## config.mk

```make
export PLATFORM = sky130hd
export DESIGN_NAME = scrst_top
export DESIGN_NICKNAME = d
export VERILOG_FILES = /design/src/scrst_delay.v /design/src/scrst_pulse.v /design/src/scrst_top.v
export VERILOG_INCLUDE_DIRS = /design/src
export SDC_FILE = /design/constraint.sdc
export NUM_CORES = 1
export LEC_CHECK = 0
export CORE_MARGIN = 1
export CORE_UTILIZATION = 62
export CTS_BUF_LIST = sky130_fd_sc_hd__clkbuf_16
export CTS_CLUSTER_DIAMETER = 40
export DETAILED_ROUTE_END_ITERATION = 6
export DONT_BUFFER_PORTS = 1
export PLACE_DENSITY_LB_ADDON = 0.15
export SYNTH_ARGS = -nofsm -noshare
export SYNTH_HDL_FRONTEND = slang
export SYNTH_SLANG_ARGS = --single-unit
```

## constraint.sdc

```tcl
create_clock -name sys_clk -period 2.4 [get_ports sys_clk]
set_input_delay 0.24 -clock sys_clk [delete_from_list [all_inputs] [get_ports sys_clk]]
set_output_delay 0.24 -clock sys_clk [all_outputs]
set_load 0.03 [all_outputs]
```

## src/scrst_defs.vh

```
// constants for the sensor configuration / soft reset register block
// assumes inclusion by bare name from the design files
`ifndef SCRST_DEFS_VH
`define SCRST_DEFS_VH

`define SCRST_OFFSET 8'h15
`define SCRST_RST_BIT 7
`define SCRST_ST_AXIS_HI 6
`define SCRST_ST_AXIS_LO 5
`define SCRST_SELFTEST_DIRECTION_BIT 4
`define SCRST_SPI_MODE_BIT 3
`define SCRST_RANGE_HI 2
`define SCRST_RANGE_LO 1
`define SCRST_ACTIVE_BIT 0
`define SCRST_RESET_STRAP_LO 8'h00
`define SCRST_RESET_STRAP_HI 8'h03
`define SCRST_ST_OFF 2'h0
`define SCRST_ST_X 2'h1
`define SCRST_ST_Z 2'h2
`define SCRST_CLK_MHZ 40
`define SCRST_DELAY_MIN_US 300
`define SCRST_DELAY_MAX_US 500
`define SCRST_DELAY_CYC ((`SCRST_DELAY_MIN_US) * (`SCRST_CLK_MHZ))
`define SCRST_BOOT_PULSE_CYC 4

`endif

```

## src/scrst_delay.v

```verilog
// soft reset delay counter: counts from start to done
// assumes start is a one-cycle pulse; restarts are ignored while busy
`timescale 1ns/1ps
module scrst_delay #(
   parameter WIDTH = 16,
   parameter [WIDTH-1:0] COUNT = 16'h2ee0
) (
   // clock and reset
   input wire sys_clk,
   input wire resetn,
   // control
   input wire start,
   input wire hold,
   output reg busy_reg,
   output reg done_reg
);
   reg [WIDTH-1:0] cnt_reg;

   always @(posedge sys_clk or negedge resetn) begin
      if (!resetn) begin
         cnt_reg <= {WIDTH{1'b0}};
         busy_reg <= 1'b0;
         done_reg <= 1'b0;
      end else begin
         done_reg <= 1'b0;
         if (!busy_reg) begin
            if (start) begin
               busy_reg <= 1'b1;
               cnt_reg <= {WIDTH{1'b0}};
            end
         end else if (cnt_reg < COUNT - 1'b1) begin
            cnt_reg <= cnt_reg + 1'b1;
         end else if (!hold) begin
            // wait past the minimum for the bus to go idle
            busy_reg <= 1'b0;
            done_reg <= 1'b1;
         end
      end
   end
endmodule

```

## src/scrst_pulse.v

```verilog
// boot-complete pulse stretcher
// assumes trig is a one-cycle pulse
`timescale 1ns/1ps
module scrst_pulse #(
   parameter LEN = 4
) (
   // clock and reset
   input wire sys_clk,
   input wire resetn,
   // pulse
   input wire trig,
   output reg pulse_reg
);
   reg [7:0] cnt_reg;

   always @(posedge sys_clk or negedge resetn) begin
      if (!resetn) begin
         cnt_reg <= 8'h00;
         pulse_reg <= 1'b0;
      end else if (trig) begin
         cnt_reg <= LEN[7:0];
         pulse_reg <= 1'b1;
      end else if (cnt_reg > 8'h01) begin
         cnt_reg <= cnt_reg - 8'h01;
      end else begin
         cnt_reg <= 8'h00;
         pulse_reg <= 1'b0;
      end
   end
endmodule

```

## src/scrst_top.v

```verilog
// sensor configuration register with soft reset, self-test and spi mode
// assumes a register port decoded from the serial interface, synchronous
//
// Contract
// writing one to bit 7 starts a soft reset in any mode
// soft reset reloads defaults; irq polarity, drive, boot disable kept
// host waits the boot time before talking again after reset
// boot completion is signalled by a pulse on the interrupt pin
// soft reset also resets the serial interface logic
// reset waits for i2c stop or spi chip select release
// soft reset bit always reads back as zero
// reset sequence begins 300 to 500 us after the bit is set; code holds past the 300 us minimum while the bus is busy, with no 500 us limit
// self-test axis field: 00 off, 01 x axis, 10 z axis
// self-test direction bit: 0 positive, 1 negative displacement
// host ignores data of axes not under self-test
// host keeps bus traffic low during self-test
// serial mode bit: 0 four-wire, 1 three-wire spi
// serial mode bit ignored when i2c is strapped
// three-wire: data-in pin bidirectional, data-out pin high-z
// power-on or hibernation exit returns to four-wire spi
// tied data lines force three-wire spi whatever the bit
// strap low resets all zero; strap high sets bits 1 and 0
// range field bits 2..1: 2g, 4g, 8g, 16g
// bit 0 standby/active; read-only while trigger pin mode control
// writing zero to bit 7 never cancels a pending reset
`timescale 1ns/1ps
`include "scrst_defs.vh"
module scrst_top #(
   parameter DELAY_CYC = `SCRST_DELAY_CYC,
   parameter BOOT_PULSE_CYC = `SCRST_BOOT_PULSE_CYC
) (
   // clock and reset
   input wire sys_clk,
   input wire resetn,
   // register port from the serial interface
   input wire reg_wr,
   input wire reg_rd,
   input wire [7:0] reg_addr,
   input wire [7:0] reg_wdata,
   output reg [7:0] reg_rdata_reg,
   // bus activity: i2c between start and stop, or spi chip select low
   input wire bus_busy,
   // straps and system inputs
   input wire boot_mode_strap,
   input wire bus_choice_strap,
   input wire data_lines_tied,
   input wire hibernate_exit,
   input wire trigger_pin_mode_control,
   input wire trigger_pin_level,
   // retained interrupt bits, written by their own register
   input wire irq_polarity_in,
   input wire irq_drive_type_in,
   input wire boot_pulse_disable_in,
   input wire retain_wr,
   // configuration out
   output reg [1:0] selftest_axis_choice_reg,
   output reg selftest_direction_reg,
   output reg [1:0] range_select_reg,
   output reg active_reg,
   output reg spi_three_wire_reg,
   output reg irq_polarity_reg,
   output reg irq_drive_type_reg,
   output reg boot_pulse_disable_reg,
   // reset outputs
   output reg soft_reset_reg,
   output reg intf_reset_reg,
   output reg reset_pending_reg,
   output reg boot_irq_reg,
   // spi data pins
   input wire spi_dout,
   input wire spi_dout_oe,
   output reg mosi_oe_reg,
   output reg mosi_out_reg,
   output reg miso_oe_reg,
   output reg miso_out_reg
);
   localparam ST_IDLE = 2'd0;
   localparam ST_WAIT = 2'd1;
   localparam ST_RESET = 2'd2;
   localparam ST_BOOT = 2'd3;

   reg [1:0] state_reg;
   reg [1:0] state_next;
   reg spi_m_reg;
   reg strap_seen_reg;
   reg load_defaults;
   reg start_pulse;
   wire delay_busy;
   wire delay_done;
   wire boot_pulse;
   wire sel_wr;
   wire three_wire;
   wire [7:0] default_val;
   wire [7:0] read_val;

   assign sel_wr = reg_wr && (reg_addr == `SCRST_OFFSET);
   assign default_val = boot_mode_strap ? `SCRST_RESET_STRAP_HI :
                        `SCRST_RESET_STRAP_LO;
   // i2c strap makes the mode bit meaningless; tied lines force 3-wire
   assign three_wire = bus_choice_strap &&
                       (spi_m_reg || data_lines_tied); // see
   // bit 7 is never stored, so it reads zero
   assign read_val = {1'b0, selftest_axis_choice_reg,
                      selftest_direction_reg, spi_m_reg,
                      range_select_reg, active_reg};

   // minimum delay, then hold until the bus is idle
   scrst_delay #(
      .WIDTH(16),
      .COUNT(DELAY_CYC[15:0])
   ) u_delay (
      .sys_clk(sys_clk),
      .resetn(resetn),
      .start(start_pulse),
      .hold(bus_busy),
      .busy_reg(delay_busy),
      .done_reg(delay_done)
   ); // see

   scrst_pulse #(
      .LEN(BOOT_PULSE_CYC)
   ) u_pulse (
      .sys_clk(sys_clk),
      .resetn(resetn),
      .trig(state_reg == ST_BOOT && !boot_pulse_disable_reg),
      .pulse_reg(boot_pulse)
   );

   always @* begin
      state_next = state_reg;
      start_pulse = 1'b0;
      load_defaults = 1'b0;
      case (state_reg)
         ST_IDLE: begin
            // accepted in every operating mode, no mode gating
            if (sel_wr && reg_wdata[`SCRST_RST_BIT]) begin
               state_next = ST_WAIT;
               start_pulse = 1'b1;
            end
         end
         ST_WAIT: begin
            // later writes, zero or one, do not touch the pending reset
            if (delay_done) begin
               state_next = ST_RESET;
            end
         end
         ST_RESET: begin
            load_defaults = 1'b1;
            state_next = ST_BOOT;
         end
         ST_BOOT: begin
            state_next = ST_IDLE;
         end
         default: begin
            state_next = ST_IDLE;
         end
      endcase
   end

   always @(posedge sys_clk or negedge resetn) begin
      if (!resetn) begin
         state_reg <= ST_IDLE;
      end else begin
         state_reg <= state_next;
      end
   end

   // strap is caught by a clock edge after release, not by the reset
   always @(posedge sys_clk or negedge resetn) begin
      if (!resetn) begin
         strap_seen_reg <= 1'b0;
         selftest_axis_choice_reg <= `SCRST_ST_OFF;
         selftest_direction_reg <= 1'b0;
         spi_m_reg <= 1'b0;
         range_select_reg <= 2'h0;
         active_reg <= 1'b0;
      end else if (!strap_seen_reg || load_defaults) begin
         strap_seen_reg <= 1'b1;
         selftest_axis_choice_reg <= default_val[6:5];
         selftest_direction_reg <= default_val[`SCRST_SELFTEST_DIRECTION_BIT];
         range_select_reg <= default_val[2:1];
         active_reg <= default_val[`SCRST_ACTIVE_BIT];
         spi_m_reg <= default_val[`SCRST_SPI_MODE_BIT];
      end else if (hibernate_exit) begin
         spi_m_reg <= 1'b0;
      end else if (sel_wr) begin
         selftest_axis_choice_reg <=
            reg_wdata[`SCRST_ST_AXIS_HI:`SCRST_ST_AXIS_LO];
         selftest_direction_reg <= reg_wdata[`SCRST_SELFTEST_DIRECTION_BIT];
         spi_m_reg <= reg_wdata[`SCRST_SPI_MODE_BIT];
         range_select_reg <=
            reg_wdata[`SCRST_RANGE_HI:`SCRST_RANGE_LO];
         if (!trigger_pin_mode_control) begin
            active_reg <= reg_wdata[`SCRST_ACTIVE_BIT];
         end
      end else if (trigger_pin_mode_control) begin
         active_reg <= trigger_pin_level;
      end
   end

   // retained bits are untouched by the soft reset
   always @(posedge sys_clk or negedge resetn) begin
      if (!resetn) begin
         irq_polarity_reg <= 1'b0;
         irq_drive_type_reg <= 1'b0;
         boot_pulse_disable_reg <= 1'b0;
      end else if (retain_wr) begin
         irq_polarity_reg <= irq_polarity_in;
         irq_drive_type_reg <= irq_drive_type_in;
         boot_pulse_disable_reg <= boot_pulse_disable_in;
      end
   end

   always @(posedge sys_clk or negedge resetn) begin
      if (!resetn) begin
         reg_rdata_reg <= 8'h00;
         soft_reset_reg <= 1'b0;
         intf_reset_reg <= 1'b0;
         reset_pending_reg <= 1'b0;
         boot_irq_reg <= 1'b0;
         spi_three_wire_reg <= 1'b0;
         mosi_oe_reg <= 1'b0;
         mosi_out_reg <= 1'b0;
         miso_oe_reg <= 1'b0;
         miso_out_reg <= 1'b0;
      end else begin
         if (reg_rd && reg_addr == `SCRST_OFFSET) begin
            reg_rdata_reg <= read_val;
         end
         soft_reset_reg <= load_defaults;
         intf_reset_reg <= load_defaults;
         reset_pending_reg <= (state_next != ST_IDLE);
         // active level follows the configured polarity
         boot_irq_reg <= boot_pulse ^ ~irq_polarity_reg;
         spi_three_wire_reg <= three_wire;
         // 3-wire: reply on the data-in pin, data-out pin floats
         mosi_oe_reg <= three_wire & spi_dout_oe;
         mosi_out_reg <= three_wire & spi_dout;
         miso_oe_reg <= ~three_wire & bus_choice_strap & spi_dout_oe;
         miso_out_reg <= ~three_wire & spi_dout;
      end
   end
endmodule

```

==> results of run 1 <==
## metrics by stage
step | setup slack, ns | instance area (sq um) | cells | hold slack [ns] | utilization (%)
2_1_floorplan | 0.607 | 2630 | 238 | -0.0556 | -
3_3_place_gp | 0.573 | 2660 | 282 | -0.0545 | 66.0
3_5_place_dp | 0.503 | 2660 | 282 | -0.0544 | 66.0
4_1_cts | 0.455 | 2840 | 292 | 0.0176 | 70.4
5_1_grt | 0.290 | 2840 | 292 | 0.0128 | 70.4
6_report | 0.470 | 2840 | 292 | 0.0205 | 70.4
## kinds of logic (layout without fill, tap and decap cells)
logic type	after synthesis	count (layout)	share of synthesized area (%)
simple gates	102	102	22.7
xor+xnor	7	7	2.33
fa+ha+maj	3	3	1.43
other cells	2	2	0.286
flops	55	55	52.4
buf+inv	15	19	2.76
mux	23	23	9.24
compound gates	31	31	8.81
## cell type report
class	count	area (sq um)	share of cell area [%]
Clock inverter	3	16.3	0.573
Sequential cell	55	1380	48.5
Inverter	7	26.3	0.926
Tap cell	50	62.6	2.21
Multi-Input combinational cell	168	1180	41.5
Timing Repair Buffer	4	52.6	1.85
Clock buffer	5	125	4.41
## power breakdown
| group | switching [uW] | internal, uW | total (uW) | leakage, uW |
|---|---|---|---|---|
| registers | 236 | 1090 | 1330 | 0.000696 |
| logic | 315 | 236 | 550 | 0.000537 |
| clock network | 301 | 381 | 682 | 0.0000710 |
| total | 852 | 1710 | 2560 | 0.00130 |
## worst register-to-register path: stages (launching register included)
cell,delay (ns)
sky130_fd_sc_hd__dfrtp_1,0.43
sky130_fd_sc_hd__or4_1,0.60
sky130_fd_sc_hd__nor4_1,0.39
sky130_fd_sc_hd__nand2b_1,0.30
sky130_fd_sc_hd__nor2_1,0.09
## cells in the mapped netlist, drive strengths merged, types with 5 or more instances
library cell / n
nor3: 5
mux2: 10
xnor2: 6
a21oi: 5
nor4: 8
inv: 7
nand3: 8
nand4: 11
nor2: 20
mux2i: 13
nand2: 23
dfrtp: 55
## routing by layer
| layer | GRT usage [%] | share of wire (%) |
|---|---|---|
| met5 | 0 | 0 |
| met4 | 8.24 | 1.7 |
| met3 | 6.34 | 4.5 |
| met2 | 48.1 | 53 |
| met1 | 29.5 | 40 |
## how the worst max path moves through the flow
stage / slack (ns) / depth (start not counted) / end
3_3_place_gp: 0.57 / 4 / u_delay.cnt_reg[3]
6_report: 0.47 / 4 / u_pulse.cnt_reg[6]
5_1_grt: 0.29 / 4 / u_pulse.cnt_reg[6]
4_1_cts: 0.45 / 4 / u_pulse.cnt_reg[6]
2_1_floorplan: 0.61 / 5 / u_delay.cnt_reg[3]
3_5_place_dp: 0.50 / 4 / u_pulse.cnt_reg[3]
## repair_timing
action,CTS,global route
hold endpoints to repair,55,0
hold buffers,2,0
buffers inserted,0,0
==> run summary, run 1 <==
Fillers: 283
Skew-Pair Late Insertion Delay: 0.28 ns
total setup violations reported at the end of the flow: 0
critical path data required time: 2.56 ns
kind of cell adding the most delay to the critical path: simple AND/OR/NAND/NOR gates
count of flip-flops with a built-in enable after synthesis: 0
Worst setup EP type: flip-flop
WP data arrival: 2.09 ns
DIE AREA: 4500 sq um
number of instances in the synthesized netlist: 238
warnings from Yosys: 0
number of distinct standard cells referenced by the synthesized netlist: 52
final-report hold violation count: 0
core area: 4030 sq um
buffer levels on the longest clock path: 2
DRC errors left: 0
cell taking the most area after synthesis: sky130_fd_sc_hd__dfrtp_1
total of max-cap violations: 0
Site Rows: 23
number of pins with negative max-slew slack in the final report: 0
via density per instance: 6.39
origin of the critical flop-to-flop path: u_pulse.cnt_reg[2]
wire length of the first global-routing pass: 8630 um
result of the run: complete, no violations
area share of the largest cell type after synthesis: 52.4%
Min Clock Period, post-route: 1.93 ns
Setup TNS Final: 0 ns
path class of the lowest-slack min-delay path: in -> reg
number of I/O pins: 59
final HPWL from detailed placement: 3720 um
Port-buffer cells: 0
Crit path largest cell delay: 0.60 ns
worst reg-to-reg path cell count: 4
slowest stage cell on the critical path: sky130_fd_sc_hd__or4_1
proportion of layout cells with a drive suffix above 1: 12.8%
Horiz. Die Dim: 67.1 um
CP cell instances: or4_1, nor4_1, nand2b_1, nor2_1
sequential cell area fraction in the yosys report: 52.4%
number of clock sinks seen by CTS: 55
detailed-route via count: 1,865
pwr dens: 901 nW/um^2
all-layer global routing usage: 26.3%
GRT Residual Overflow: 0
# H-tree levels: 2
Iter 0 DRT Violations: 129
highest-count cells in the layout ignoring fill and taps: 55 x sky130_fd_sc_hd__dfrtp_1, 23 x sky130_fd_sc_hd__nand2_1, 20 x sky130_fd_sc_hd__nor2_1, 13 x sky130_fd_sc_hd__mux2i_1, 10 x sky130_fd_sc_hd__mux2_2
post-route total power: 2560 uW
Antenna diodes: 0
worst-case hold path end point: spi_m_reg
critical path type: reg -> reg
Leakage Power: 0.00130 uW
final setup skew: 0.00454 ns
largest cells by area after synthesis: sky130_fd_sc_hd__dfrtp_1 52%, sky130_fd_sc_hd__mux2i_1 5.0%, sky130_fd_sc_hd__mux2_2 4.3%
maximum fanout encountered on the critical timing path: 7
critical path startpoint: u_pulse.cnt_reg[2]
clock buffer count from CTS: 5
Total Wirelength: 5300 um
register bit count reported by yosys: 55
Mean Syn Cell Area: 11.0 sq um
number of flip-flops in the largest register: 16
most common cell after layout, fill and taps aside: sky130_fd_sc_hd__dfrtp_1
final routed wire length divided by cell count: 18.1 um
maximum clock frequency: 0.518 GHz
final layout net count: 277
worst max-slew margin expressed relative to the limit: 41.1%
Die Span Y: 67.1 um
DR pass1 iterations: 4
pin count of the biggest net entering global routing: 56
Resized cells post-CTS: 0
clock-pin slew on the worst setup and hold paths: 0.07 ns
most instantiated flip-flop cell in the synthesis netlist: sky130_fd_sc_hd__dfrtp_1
proportion of register bits with asynchronous set or reset after synthesis: 100%
slew of the pin with the lowest slew margin: 0.880 ns
Period Utilization, post-route: 80.4%
reg-to-reg slack, setup: 0.47 ns
startpoint of the worst hold path: hibernate_exit
Net Count, Synth: 274
count of cells along the worst hold path: 1
number of global-route vias before repair: 1,876
worst reg2reg path endpoint: u_pulse.cnt_reg[6]
worst supply voltage drop on vdd: 0.533 mV
remaining antenna violation count after routing: 0
cell area after technology mapping: 2630 sq um
global placer's final weighted congestion: 0.857
kind of start point of the critical path: flip-flop
effective utilization at floorplan: 65.2%
TritonCTS clock tree: built
initial antenna violation count: 0
setup repair after global routing missed its margin: no
cell at the root of the clock tree: sky130_fd_sc_hd__clkbuf_16
area added between synthesis and finish: 8.00%
count of buffering cells on the critical path with inverters included: 0
Power figures use the tool's default switching activity.
==> run 2, diff against run 1 <==
- ABC_AREA: not set -> 1
- CORE_UTILIZATION: 62 -> 57
- clock period: 2.4 -> 1.66 ns (I/O delays scaled with it)
==> run summary, run 2 <==
Fillers: 366
Die Span Y: 71.6 um
most instantiated flip-flop cell in the synthesis netlist: sky130_fd_sc_hd__dfrtp_1
path class of the lowest-slack min-delay path: in -> reg
via density per instance: 5.41
initial antenna violation count: 0
total of max-cap violations: 0
clock-pin slew on the worst setup and hold paths: 0.07 ns
Setup TNS Final: 0 ns
critical path data required time: 1.84 ns
number of I/O pins: 59
effective utilization at floorplan: 61.3%
all-layer global routing usage: 24.1%
number of instances in the synthesized netlist: 346
DR pass1 iterations: 4
origin of the critical flop-to-flop path: u_delay.cnt_reg[0]
number of standard cells in the layout, taps in and fillers out: 418
Period Utilization, post-route: 92.1%
final-report hold violation count: 0
DRC errors left: 0
pwr dens: 1190 nW/um^2
final HPWL from detailed placement: 4030 um
critical path startpoint: u_delay.cnt_reg[0]
remaining antenna violation count after routing: 0
count of flip-flops with a built-in enable after synthesis: 0
termination of the worst setup path: u_delay.cnt_reg[6]
kind of start point of the critical path: flip-flop
cell area after technology mapping: 2760 sq um
worst reg2reg path endpoint: u_delay.cnt_reg[6]
most common cell after layout, fill and taps aside: sky130_fd_sc_hd__nand2_1
wire length of the first global-routing pass: 9580 um
slew of the pin with the lowest slew margin: 0.547 ns
TritonCTS clock tree: built
Skew-Pair Late Insertion Delay: 0.29 ns
final layout net count: 401
sequential standard cell area: 1380 sq um
area added between synthesis and finish: 12.7%
cell occurring most often along the worst timing path: sky130_fd_sc_hd__nand2_2
Leakage Power: 0.00157 uW
# H-tree levels: 2
global placer's final weighted congestion: 0.876
Mean Syn Cell Area: 7.98 sq um
number of distinct standard cells referenced by the synthesized netlist: 35
proportion of layout cells with a drive suffix above 1: 10.7%
commonest cells in the synthesized netlist: 86 x sky130_fd_sc_hd__nand2_1, 55 x sky130_fd_sc_hd__dfrtp_1, 51 x sky130_fd_sc_hd__nor2_1
maximum clock frequency: 0.654 GHz
worst max-slew margin expressed relative to the limit: 63.5%
most repeated cell in the gate-level netlist after synthesis: sky130_fd_sc_hd__nand2_1
core utilization of the finished layout: 69.1%
number of global-route vias before repair: 2,178
DIE AREA: 5130 sq um
final routed wire length divided by cell count: 13.5 um
register bit count reported by yosys: 55
clock buffer count from CTS: 5
Horiz. Die Dim: 71.6 um
WP data arrival: 1.71 ns
critical path type: reg -> reg
count of cells along the worst hold path: 2
CP cell instances: ha_1, nand2_2, nor2_4, nand2_2, nand2_2, nand2_2, nand2_4, nand2_8, nand2_8, nand2_1, nand2_1
Switching Power: 1240 uW
reg-to-reg slack, setup: 0.13 ns
worst supply voltage drop on vdd: 0.556 mV
fraction of power consumed by sequential logic: 50.6%
sequential cell area fraction in the yosys report: 49.8%
largest cells by area after synthesis: sky130_fd_sc_hd__dfrtp_1 50%, sky130_fd_sc_hd__nand2_1 12%, sky130_fd_sc_hd__nor2_1 6.9%
GRT Residual Overflow: 0
detailed-route via count: 2,262
highest-count cells in the layout ignoring fill and taps: 86 x sky130_fd_sc_hd__nand2_1, 55 x sky130_fd_sc_hd__dfrtp_1, 51 x sky130_fd_sc_hd__nor2_1, 46 x sky130_fd_sc_hd__inv_1, 32 x sky130_fd_sc_hd__nand3_1
final setup skew: 0.00321 ns
proportion of register bits with asynchronous set or reset after synthesis: 100%
Net Count, Synth: 382
number of clock sinks seen by CTS: 55
Site Rows: 24
Combinational Power Share: 22.2%
setup repair after global routing missed its margin: no
maximum fanout encountered on the critical timing path: 14
cell taking the most area after synthesis: sky130_fd_sc_hd__dfrtp_1
number of flip-flops in the largest register: 16
number of pins with negative max-slew slack in the final report: 0
area used by multi-input combinational logic: 1190 sq um
Internal Pwr Total: 2470 uW
core area: 4500 sq um
cell at the root of the clock tree: sky130_fd_sc_hd__clkbuf_16
Antenna diodes: 0
Iter 0 DRT Violations: 184
warnings from Yosys: 0
pin count of the biggest net entering global routing: 56
Total Wirelength: 5630 um
fin worst setup slack: 0.131 ns
clock network fraction of design power: 27.2%
Worst setup EP type: flip-flop
worst reg-to-reg path cell count: 11
total setup violations reported at the end of the flow: 0
Placement Setup Slack: 0.0808 ns
Min Clock Period, post-route: 1.53 ns
result of the run: complete, no violations
Port-buffer cells: 0
slowest stage cell on the critical path: sky130_fd_sc_hd__dfrtp_1
switching part of the total power: 33.5%
number of instances in the placed design: 402
Crit path largest cell delay: 0.41 ns
area share of the largest cell type after synthesis: 49.8%
buffer levels on the longest clock path: 2
run 2: cell types whose count changed after synthesis, sizes merged, moves of 4 or more:
| cell | previous run | this run |
|---|---|---|
| nor2 | 20 | 55 |
| nand3 | 8 | 32 |
| clkbuf | 4 | 0 |
| nand4 | 11 | 5 |
| o21ai | 4 | 16 |
| nor4 | 8 | 1 |
| inv | 7 | 48 |
| nand2 | 23 | 94 |
| mux2 | 10 | 5 |
| xnor2 | 6 | 2 |
| nand2b | 4 | 0 |
| mux2i | 13 | 0 |
run 2: metal layers:
metal  global-route usage [%]  vias to the layer above  routed length [um]
li1                         -                     1126                   -
met1                     27.3                     1067                2430
met2                     45.3                       60                2890
met3                     5.06                        9                 239
met4                     7.63                        0                  72
met5                        0                        -                   0
run 2: how the worst min path moves through the flow:
stage,from,to,slack (ns)
2_1_floorplan,resetn,active_reg,-0.13
3_3_place_gp,resetn,reg_rdata_reg[6],-0.13
3_5_place_dp,resetn,reg_rdata_reg[6],-0.13
4_1_cts,spi_dout_oe,mosi_oe_reg,0.001
5_1_grt,spi_dout,miso_out_reg,0.01
6_report,bus_busy,u_delay.busy_reg,0.002
run 2: layout make-up:
type | instances | share of cell area, %
tap | 52 | 2.09
clock inverter | 3 | 0.643
multi-input combinational | 239 | 38.3
timing repair buffer | 16 | 4.91
sequential | 55 | 44.2
clock buffer | 5 | 4.02
inverter | 48 | 5.79
run 2: repair_timing:
| action | in CTS | in global routing |
|---|---|---|
| hold buffers | 6 | 0 |
| endpoints found under the hold margin | 59 | 0 |
| resized for setup | 0 | 3 |
| buffers inserted | 0 | 1 |
| setup endpoints to repair | 0 | 14 |
run 2: power groups by stage:
stage	clock network (uW)	logic [uW]	registers (uW)
detailed placement	0	777	1900
global placement	0	740	1890
global route	1080	957	1900
CTS	1030	825	1870
floorplan	0	593	1860
finish	1010	826	1880
run 2: kinds of logic after synthesis:
family                     count (synthesis)  share of synthesized area (%)
buffers and inverters                     53                           8.20
adders and majority gates                  3                           1.36
and+or+nand+nor                          197                           31.4
AOI/OAI and AO/OA                         26                           5.26
DFF                                       55                           49.8
xor gates and xnor gates                   5                           1.59
muxes                                      5                           2.04
other                                      2                          0.272
run 2: worst max-delay path, delay by kind of cell (launching register included):
family | cells | cell delay, ns
AND/OR/NAND/NOR | 10 | 0.77
flip-flops | 1 | 0.41
adder cells (fa/ha/maj) | 1 | 0.24
run 2: metrics by stage:
step | hold WS [ns] | total power, uW | area [sq um]
after floorplan | -0.130 | 2450 | 2760
after global placement | -0.129 | 2630 | 2850
after detailed placement | -0.129 | 2670 | 2850
after CTS | 0.00111 | 3730 | 3070
after global routing | 0.0125 | 3940 | 3110
final | 0.00173 | 3710 | 3110
==> run 3, diff against run 2 <==
- CORE_UTILIZATION: 57 -> 63
- GPL_ROUTABILITY_DRIVEN: not set -> 0
- clock period: 1.66 -> 1.5 ns (I/O delays scaled with it)
==> run summary, run 3 (synthesized netlist as in run 2, its figures left out) <==
result of the run: complete, no violations
kind of cell adding the most delay to the critical path: simple AND/OR/NAND/NOR gates
Antenna diodes: 0
setup repair after global routing missed its margin: yes
final HPWL from detailed placement: 4150 um
Skew-Pair Late Insertion Delay: 0.29 ns
clock-pin slew on the worst setup and hold paths: 0.07 ns
buffer levels on the longest clock path: 2
Port-buffer cells: 0
core area: 4120 sq um
DR pass1 iterations: 5
maximum clock frequency: 0.668 GHz
clock buffer count from CTS: 5
core utilization of the finished layout: 80.4%
CP cell instances: ha_2, nand2_4, nor2_4, nand2_2, nand2_2, nand2_2, nand2_4, nand2_8, buf_12, nand3_2, nand2_1
final routed wire length divided by cell count: 14.8 um
DIE AREA: 4650 sq um
critical path data required time: 1.68 ns
instance area at placement: 2940 sq um
TritonCTS clock tree: built
number of flip-flops in the largest register: 16
post-route cell area: 3310 sq um
maximum fanout encountered on the critical timing path: 8
Crit path largest cell delay: 0.35 ns
# H-tree levels: 2
Leakage Power: 0.00165 uW
Period Utilization, post-route: 99.8%
wire length of the first global-routing pass: 9950 um
kind of start point of the critical path: flip-flop
critical path type: reg -> reg
all-layer global routing usage: 29.3%
pwr dens: 1260 nW/um^2
number of clock sinks seen by CTS: 55
final-report hold violation count: 0
Worst setup EP type: flip-flop
cell at the root of the clock tree: sky130_fd_sc_hd__clkbuf_16
highest-count cells in the layout ignoring fill and taps: 85 x sky130_fd_sc_hd__nand2_1, 54 x sky130_fd_sc_hd__dfrtp_1, 46 x sky130_fd_sc_hd__inv_1, 46 x sky130_fd_sc_hd__nor2_1, 26 x sky130_fd_sc_hd__nand3_1
detailed-route via count: 2,358
reg-to-reg slack, setup: 0.004 ns
worst supply voltage drop on vdd: 0.713 mV
area added between synthesis and finish: 19.8%
DRC errors left: 0
number of pins with negative max-slew slack in the final report: 0
number of global-route vias before repair: 2,290
GRT Residual Overflow: 0
count of buffering cells on the critical path with inverters included: 1
worst max-slew margin expressed relative to the limit: 64.1%
Horiz. Die Dim: 68.2 um
effective utilization at floorplan: 67.1%
slowest stage cell on the critical path: sky130_fd_sc_hd__dfrtp_1
initial antenna violation count: 0
slew of the pin with the lowest slew margin: 0.538 ns
Die Span Y: 68.2 um
most common cell after layout, fill and taps aside: sky130_fd_sc_hd__nand2_1
Iter 0 DRT Violations: 174
Site Rows: 23
path class of the lowest-slack min-delay path: in -> reg
number of instances in the placed design: 409
total of max-cap violations: 0
final layout net count: 414
proportion of layout cells with a drive suffix above 1: 17.2%
Total Wirelength: 6350 um
WP data arrival: 1.68 ns
Min Clock Period, post-route: 1.50 ns
final setup skew: 0.00404 ns
pin count of the biggest net entering global routing: 56
cell occurring most often along the worst timing path: sky130_fd_sc_hd__nand2_2
total setup violations reported at the end of the flow: 0
number of standard cells in the layout, taps in and fillers out: 429
via density per instance: 5.50
post-route total power: 4180 uW
number of I/O pins: 59
remaining antenna violation count after routing: 0
worst hold slack: 0.0101 ns
run 3: final cells by class:
| class | count | area (sq um) |
|---|---|---|
| sequential | 55 | 1380 |
| fill | 258 | 808 |
| tap | 50 | 62.6 |
| timing repair buffer | 29 | 283 |
| clock buffer | 5 | 125 |
| clock inverter | 3 | 20.0 |
| inverter | 48 | 180 |
| multi-input combinational | 239 | 1260 |
run 3: worst paths after layout:
path                                    start  cells after the start                      to
hold reg to reg            u_pulse.cnt_reg[0]                      1      u_pulse.cnt_reg[0]
hold / removal                      retain_wr                      2  boot_pulse_disable_reg
max in group asynchronous              resetn                      2     u_delay.cnt_reg[10]
setup reg to reg           u_delay.cnt_reg[1]                     11     u_delay.cnt_reg[12]
setup / recovery           u_delay.cnt_reg[1]                     11     u_delay.cnt_reg[12]
min in group asynchronous              resetn                      2        reg_rdata_reg[2]
run 3: power breakdown:
group	leakage, uW	internal, uW	switching [uW]	total, uW
Sequential	0.000715	1730	357	2090
Clock	0.0000674	616	520	1140
Combinational	0.000868	395	556	950
run 3: metal layers:
metal,up-vias,wire (um),global-route usage [%]
li1,1148,-,-
met3,9,295,6.00
met2,75,3330,53.7
met4,0,78,10.2
met5,-,0,0
met1,1126,2650,33.4
run 3: metrics by stage:
| stage | worst slack (ns) | TNS, ns |
|---|---|---|
| final | 0.00356 | 0 |
| after global routing | -0.0841 | -0.750 |
| after CTS | 0.000708 | 0 |
| after detailed placement | 0.00107 | 0 |
| after global placement | 0.0835 | 0 |
| after floorplan | 0.0264 | 0 |
run 3: timing repair:
action                     CTS  global route
setup endpoints to repair    8            18
hold endpoints to repair    63             0
resized for setup            2            19
gates cloned                 0             1
hold buffers                 9             0
pin swaps                    0            11
buffers inserted             0             2
